### config.mk
export PLATFORM = sky130hd
export DESIGN_NAME = dcw_top
export DESIGN_NICKNAME = d
export VERILOG_FILES = /design/src/core/dcw_pkg.sv /design/src/core/dcw_fifo.sv /design/src/core/dcw_top.sv
export VERILOG_INCLUDE_DIRS = /design/src /design/src/core
export SDC_FILE = /design/constraint.sdc
export NUM_CORES = 1
export LEC_CHECK = 0
export BUFFER_PORTS_ARGS = -buffer_cell sky130_fd_sc_hd__buf_4
export CAP_MARGIN = 30
export CORE_MARGIN = 3
export CORE_UTILIZATION = 54
export CTS_CLUSTER_SIZE = 24
export DETAILED_ROUTE_END_ITERATION = 8
export PLACE_DENSITY = 0.87
export SETUP_SLACK_MARGIN = 0.3
export SLEW_MARGIN = 25
export SYNTH_ARGS = -nofsm -noshare
export SYNTH_HDL_FRONTEND = slang
export SYNTH_SLANG_ARGS = --single-unit
### constraint.sdc
create_clock -name clk_i -period 3.2 [get_ports clk_i]
set_input_delay 0.96 -clock clk_i [delete_from_list [all_inputs] [get_ports clk_i]]
set_output_delay 0.96 -clock clk_i [all_outputs]
set_load 0.05 [all_outputs]
### src/core/dcw_consts.svh
`ifndef DCW_CONSTS_SVH
`define DCW_CONSTS_SVH

// byte offsets of the register words
`define DCW_OFS_SRC_END   4'h0
`define DCW_OFS_DST_END   4'h4
`define DCW_OFS_CTL       4'h8
`define DCW_OFS_RUN       4'hC

// control word fields
`define DCW_DST_STEP      31:30
`define DCW_DST_WIDTH     29:28
`define DCW_SRC_STEP      27:26
`define DCW_SRC_WIDTH     25:24
`define DCW_ARB_COUNT     17:14
`define DCW_ITEM_COUNT    13:4
`define DCW_NEXT_BURST    3
`define DCW_KIND          2:0
`define DCW_CTL_WMASK     32'hFF03_FFFF
`define DCW_CTL_RESET     32'h0000_0000
`define DCW_PTR_RESET     32'h0000_0000

// step code that pins an address to its end pointer
`define DCW_STEP_FIXED    2'h3

// run register: write bit 0 starts; read busy, done, remaining
`define DCW_RUN_GO        0
`define DCW_RUN_BUSY      0
`define DCW_RUN_DONE      1
`define DCW_RUN_REMAIN    25:16

`endif

### src/core/dcw_pkg.sv
package dcw_pkg;

    typedef enum logic [1:0] {
        DCW_IDLE = 2'b01,
        DCW_RUN  = 2'b10
    } dcw_state_t;

    typedef struct packed {
        dcw_state_t  state;
        logic [31:0] src_end;
        logic [31:0] dst_end;
        logic [31:0] ctl;
        logic [9:0]  remain;
        logic        done;
        logic        ack;
        logic [31:0] rdata;
    } dcw_regs_t;

endpackage

### src/core/dcw_fifo.sv
`timescale 1ns/1ps

module dcw_fifo #(
    parameter int WIDTH = 66,
    parameter int DEPTH = 4
) (
    input  wire logic             clk_i,
    input  wire logic             rst_i,
    input  wire logic             in_valid_i,
    output logic                  in_ready_o,
    input  wire logic [WIDTH-1:0] in_data_i,
    output logic                  out_valid_o,
    input  wire logic             out_ready_i,
    output logic [WIDTH-1:0]      out_data_o
);
    localparam int PW = (DEPTH > 1) ? $clog2(DEPTH) : 1;

    logic [WIDTH-1:0] mem [DEPTH];
    logic [PW-1:0]    wr_ptr_r;
    logic [PW-1:0]    rd_ptr_r;
    logic [PW:0]      count_r;
    logic             push;
    logic             pop;

    assign in_ready_o  = (count_r != (PW+1)'(DEPTH));
    assign out_valid_o = (count_r != '0);
    assign push        = in_valid_i && in_ready_o;
    assign pop         = out_valid_o && out_ready_i;
    assign out_data_o  = mem[rd_ptr_r];

    always_ff @(posedge clk_i)
    begin
        if (rst_i)
        begin
            wr_ptr_r <= '0;
            rd_ptr_r <= '0;
            count_r  <= '0;
        end
        else
        begin
            if (push)
            begin
                mem[wr_ptr_r] <= in_data_i;
                wr_ptr_r <= (wr_ptr_r == PW'(DEPTH-1)) ? '0 : wr_ptr_r + 1'b1;
            end
            if (pop)
                rd_ptr_r <= (rd_ptr_r == PW'(DEPTH-1)) ? '0 : rd_ptr_r + 1'b1;
            if (push && !pop)
                count_r <= count_r + 1'b1;
            else if (pop && !push)
                count_r <= count_r - 1'b1;
        end
    end
endmodule // dcw_fifo

### src/core/dcw_top.sv
// Contract
// - destination step code: byte, half, word, fixed
// - fixed destination stays at its end pointer
// - destination width codes mean 8, 16, 32 bits; the code stores the field but item_width_o carries only the source width
// - source step code decoded the same way
// - fixed source reads only its end pointer
// - control word resets zero, reserved bits read zero
// - end pointers are last address, inclusive
// - source width codes mean 8, 16, 32 bits
//
// Local design decision: the Wishbone slave port.
`timescale 1ns/1ps
`include "dcw_consts.svh"

module dcw_top #(
    parameter int FIFO_DEPTH = 4
) (
    input  wire logic        clk_i,
    input  wire logic        rst_i,
    input  wire logic        wb_cyc_i,
    input  wire logic        wb_stb_i,
    input  wire logic        wb_we_i,
    input  wire logic [3:0]  wb_adr_i,
    input  wire logic [3:0]  wb_sel_i,
    input  wire logic [31:0] wb_dat_i,
    output logic [31:0]      wb_dat_o,
    output logic             wb_ack_o,
    output logic             item_valid_o,
    input  wire logic        item_ready_i,
    output logic [31:0]      item_src_addr_o,
    output logic [31:0]      item_dst_addr_o,
    output logic [1:0]       item_width_o,
    output logic             busy_o
);
    localparam int FW = 66;

    dcw_pkg::dcw_regs_t q_r;
    dcw_pkg::dcw_regs_t q_nxt;
    logic               push_valid;
    logic               push_ready;
    logic [FW-1:0]      push_data;
    logic [FW-1:0]      pop_data;
    logic               wb_req;
    logic [31:0]        src_addr;
    logic [31:0]        dst_addr;

    function automatic logic [31:0] dcw_merge(input logic [31:0] old_v,
                                              input logic [31:0] new_v,
                                              input logic [3:0]  sel);
        logic [31:0] res;
        res = old_v;
        for (int b = 0; b < 4; b++)
            if (sel[b])
                res[b*8 +: 8] = new_v[b*8 +: 8];
        return res;
    endfunction

    // step back from the inclusive end by step size times items left
    function automatic logic [31:0] dcw_item_addr(input logic [31:0] end_ptr,
                                                  input logic [1:0]  step,
                                                  input logic [9:0]  left);
        logic [31:0] ofs;
        ofs = {22'h0, left} << step;
        if (step == `DCW_STEP_FIXED)
            return end_ptr;
        return end_ptr - ofs;
    endfunction

    assign wb_req = wb_cyc_i && wb_stb_i && !q_r.ack;

    // step codes 0..2 shift by 0..2
    assign src_addr = dcw_item_addr(q_r.src_end, q_r.ctl[`DCW_SRC_STEP], q_r.remain);
    assign dst_addr = dcw_item_addr(q_r.dst_end, q_r.ctl[`DCW_DST_STEP], q_r.remain);

    assign push_valid = (q_r.state == dcw_pkg::DCW_RUN);
    assign push_data  = {q_r.ctl[`DCW_SRC_WIDTH], src_addr, dst_addr};

    always_comb
    begin
        q_nxt       = q_r;
        q_nxt.ack   = wb_req;
        q_nxt.rdata = '0;
        unique case (q_r.state)
            dcw_pkg::DCW_IDLE:
            begin
                if (wb_req && wb_we_i && wb_adr_i[3:2] == 2'(`DCW_OFS_RUN >> 2)
                    && wb_sel_i[0] && wb_dat_i[`DCW_RUN_GO])
                begin
                    q_nxt.state  = dcw_pkg::DCW_RUN;
                    q_nxt.remain = q_r.ctl[`DCW_ITEM_COUNT];
                    q_nxt.done   = 1'b0;
                end
            end
            dcw_pkg::DCW_RUN:
            begin
                if (push_ready)
                begin
                    if (q_r.remain == '0)
                    begin
                        q_nxt.state = dcw_pkg::DCW_IDLE;
                        q_nxt.done  = 1'b1;
                    end
                    else
                        q_nxt.remain = q_r.remain - 1'b1;
                end
            end
        endcase
        // settings are frozen while a transfer runs
        if (wb_req && wb_we_i && q_r.state == dcw_pkg::DCW_IDLE)
        begin
            unique case (wb_adr_i[3:2])
                2'(`DCW_OFS_SRC_END >> 2):
                    q_nxt.src_end = dcw_merge(q_r.src_end, wb_dat_i, wb_sel_i);
                2'(`DCW_OFS_DST_END >> 2):
                    q_nxt.dst_end = dcw_merge(q_r.dst_end, wb_dat_i, wb_sel_i);
                2'(`DCW_OFS_CTL >> 2):
                    q_nxt.ctl = dcw_merge(q_r.ctl, wb_dat_i, wb_sel_i) & `DCW_CTL_WMASK;
                default: ;
            endcase
        end
        if (wb_req && !wb_we_i)
        begin
            unique case (wb_adr_i[3:2])
                2'(`DCW_OFS_SRC_END >> 2): q_nxt.rdata = q_r.src_end;
                2'(`DCW_OFS_DST_END >> 2): q_nxt.rdata = q_r.dst_end;
                2'(`DCW_OFS_CTL >> 2):     q_nxt.rdata = q_r.ctl;
                default:
                begin
                    q_nxt.rdata[`DCW_RUN_BUSY]   = (q_r.state == dcw_pkg::DCW_RUN);
                    q_nxt.rdata[`DCW_RUN_DONE]   = q_r.done;
                    q_nxt.rdata[`DCW_RUN_REMAIN] = q_r.remain;
                end
            endcase
        end
    end

    always_ff @(posedge clk_i)
    begin
        if (rst_i)
        begin
            q_r.state   <= dcw_pkg::DCW_IDLE;
            q_r.src_end <= `DCW_PTR_RESET;
            q_r.dst_end <= `DCW_PTR_RESET;
            q_r.ctl     <= `DCW_CTL_RESET;
            q_r.remain  <= '0;
            q_r.done    <= 1'b0;
            q_r.ack     <= 1'b0;
            q_r.rdata   <= '0;
        end
        else
            q_r <= q_nxt;
    end

    dcw_fifo #(
        .WIDTH (FW),
        .DEPTH (FIFO_DEPTH)
    ) u_fifo (
        .clk_i       (clk_i),
        .rst_i       (rst_i),
        .in_valid_i  (push_valid),
        .in_ready_o  (push_ready),
        .in_data_i   (push_data),
        .out_valid_o (item_valid_o),
        .out_ready_i (item_ready_i),
        .out_data_o  (pop_data)
    );

    assign item_width_o    = pop_data[65:64];
    assign item_src_addr_o = pop_data[63:32];
    assign item_dst_addr_o = pop_data[31:0];
    assign wb_dat_o        = q_r.rdata;
    assign wb_ack_o        = q_r.ack;
    assign busy_o          = (q_r.state == dcw_pkg::DCW_RUN);
endmodule // dcw_top

==> impl_results.md <==
- Tot GR Track Use: 25.5%
- EDFF count, synth: 264
- Chip width: 191 µm
- Max VDD drop: 0.456 mV
- Reg-to-reg critical path startpoint: q_r[74]
- Grt total ovfl: 0
- Worst setup SP type: register
- Initial Util: 55.0%
- P_leak: 8.20 nW
- Critical path endpoint category: output port
- Fin crit share: 92.5%
- Worst setup path class: register to output port
- DP Worst Slack: 0.0127 ns
- CP delay by family, top: multiplexers
- Final WS setup: 0.239 ns
- Hold endpoint: q_r[59]
- Root buffer cell: clkbuf_16
- Synth top area share: 42.8%
- I/O Buffers: 144
- Seq/Total Area, Yosys: 58.5%
- Via count: 13700
- FF-to-FF setup slack: 0.26 ns
- Core Area: 33700 µm²
- F_max: 338 MHz
- # Max-Cap Violations: 0
- R2R depth: 9
- Cell area after synthesis: 18500 µm²
- Commonest non-fill, non-tap cell in the layout: edfxtp_1
- Most used DFF post-synth: edfxtp_1
- Layout cells sized above 1: 27.6%
- Crit-path max cell delay: 0.56 ns
- Synth Instances: 1547
- Pwr dens: 651 nW/µm²
- Vias in the first global route: 13000
- Most frequent cells in the layout: edfxtp_1, nand2_1, a21oi_1
- Num CTS Buffers: 41
- Clk_lat worst skew: 0.54 ns
- Critical path buffer and inverter count: 3
- Synthesized flop and latch total: 409
- Synth area leaders: edfxtp_1, dfxtp_1, mux4_2
- Overall routed net length: 50.3 mm
- Final Critical Period: 2.96 ns
- HP Class: register to register
- Die Y-Extent: 191 µm
- Wire per inst: 23.1 µm
- Number of fillers in the final layout: 2233
- Finished Core Util: 67.5%
- Hold path start: q_r[59]
- Residual DRC count: 0
- Antenna Violating Nets Remaining: 0
- Final Hold Fails: 0
- Reg2reg end: u_fifo.mem[0][17]
- Critical Path AT: 2.00 ns
- First-pass GRT wire length: 72.4 mm
- Via-to-Cell Ratio: 6.29
- Synth cell types: 65
- IO Pins: 147
- Synth-to-layout area growth: 22.8%
- Cell depth of the worst hold path: 2
- # rows: 67
- Hpwl dp: 30.9 mm
- Initial antenna violation count: 1
- Worst-path clk slew: 0.06 ns
- FF/Latch Area: 10900 µm²
- Post-Syn Area per Cell: 12.0 µm²
- Total die area: 36600 µm²
- Multi-input gate area: 7540 µm²
- CTS sink count: 409
- N_diodes: 0
- H-tree depth: 2
- Pre-Repair DR Iteration Count: 9
- Crit-path max FO: 5
- Worst-margin pin slew: 0.824 ns
- Cts-stage hold buffer count: 0
- Final setup viols: 0
- Largest net degree at the start of global routing: 112
- Critical Path RT: 2.24 ns
- Hold WS: 0.462 ns
- Final Max Slew Viols: 0
- Synth async-reset ratio: 0%
- Crit-path cells: buf_8, buf_16, mux4_2, buf_6
- CP max stage cell: mux4_2
- Skew final: 0.0110 ns
- RSZ-0062 raised after global routing: true
- DRT iter0 DRCs: 1756
- YS warnings: 0
- Syn Nets: 1631
- Max clock buf depth: 3
- Final setup TNS: 0 ns
- Final Wtd Congestion: 0.918
- Status: finished, final reports clean
- Worst slew margin: 45.1%
- TritonCTS clock tree: yes
- Nets: 1788
- Largest area contributor in the netlist: edfxtp_1
-- routing by layer --
metal | wire, µm | vias to the layer above | global-route usage (%) | share of wire, %
li1 | - | 6001 | - | -
met1 | 18900 | 6701 | 34.2 | 38
met2 | 24600 | 841 | 42.0 | 49
met3 | 4890 | 181 | 4.38 | 9.7
met4 | 1890 | 2 | 9.12 | 3.8
met5 | 20 | - | 0 | 0.040
-- worst register-to-register path: cells and delay by family, from the launching register on --
kind	cells	cell delay [ns]
xor gates and xnor gates	1	0.17
AOI/OAI and AO/OA	3	0.88
and+or+nand+nor	3	0.75
DFF	1	0.41
adders and majority gates	1	0.20
muxes	1	0.28
-- layout make-up --
class | instances | share of cell area (%)
inverter | 31 | 0.511
timing repair buffer | 230 | 10.3
tap | 448 | 2.46
multi-input combinational | 991 | 33.1
clock inverter | 10 | 0.335
clock buffer | 64 | 5.52
sequential | 409 | 47.7
-- cell families (layout without fill, tap and decap cells) --
family                     Yosys count  after routing  share of synthesized area [%]
AOI/OAI and AO/OA                  269            269                           8.30
buffers and inverters              147            335                           3.75
muxes                              116            116                           11.3
DFF                                409            409                           58.5
adders and majority gates           38             38                           2.69
xor gates and xnor gates            60             60                           2.84
and+or+nand+nor                    508            508                           12.6
-- per-stage QoR --
step | power [mW] | area [µm²] | std cells
final | 14.8 | 22800 | 2183
after global routing | 15.3 | 22800 | 2183
after CTS | 14.1 | 21700 | 2154
after detailed placement | 9.30 | 20100 | 2069
after global placement | 9.22 | 20100 | 2069
after floorplan | 8.37 | 18500 | 1547
-- registers in the layout, summed over array words and instances, names as in the netlist, named ones only --
| name | flops |
|---|---|
| u_fifo.count_r | 3 |
| u_fifo.wr_ptr_r | 2 |
| push_data | 2 |
| wb_dat_o | 32 |
| q_r | 101 |
| wb_ack_o | 1 |
| u_fifo.mem | 264 |
| u_fifo.rd_ptr_r | 2 |
-- report_power, final --
group	internal (mW)	switching [mW]
combinational	1.81	2.38
sequential	5.85	0.0673
clock	2.72	1.99
-- worst max-delay path by stage --
stage | start | endpoint | slack, ns | depth (start not counted)
2_1_floorplan | q_r[74] | u_fifo.mem[0][17] | 0.31 | 11
3_3_place_gp | q_r[34] | u_fifo.mem[2][11] | 0.18 | 9
3_5_place_dp | q_r[34] | u_fifo.mem[2][11] | 0.01 | 9
4_1_cts | register | item_src_addr_o[0] | 0.18 | 3
5_1_grt | q_r[71] | u_fifo.mem[2][54] | 0.15 | 11
6_report | register | item_dst_addr_o[0] | 0.24 | 4
-- synth_stat cells, types with 7 or more instances --
| cell type | n |
|---|---|
| a21oi_1 | 172 |
| and2_1 | 7 |
| and3_1 | 7 |
| buf_1 | 7 |
| buf_2 | 18 |
| buf_4 | 32 |
| clkbuf_1 | 59 |
| dfxtp_1 | 145 |
| edfxtp_1 | 264 |
| ha_1 | 35 |
| inv_1 | 31 |
| mux2_2 | 10 |
| mux2i_1 | 32 |
| mux4_2 | 74 |
| nand2_1 | 177 |
| nand2b_1 | 13 |
| nand3_1 | 104 |
| nand4_1 | 7 |
| nor2_1 | 108 |
| nor2b_1 | 15 |
| nor3_1 | 35 |
| o211ai_1 | 9 |
| o21ai_0 | 29 |
| o21ai_1 | 12 |
| xnor2_1 | 34 |
| xor2_1 | 26 |
-- timing repair --
| action | 4_1_cts | 5_1_grt |
|---|---|---|
| pin swaps | 9 | 27 |
| buffers inserted | 10 | 19 |
| cloned | 1 | 10 |
| gates resized for setup | 35 | 159 |
| endpoints found under the setup margin | 235 | 250 |
Note: power is estimated with default switching activity, not from simulation.
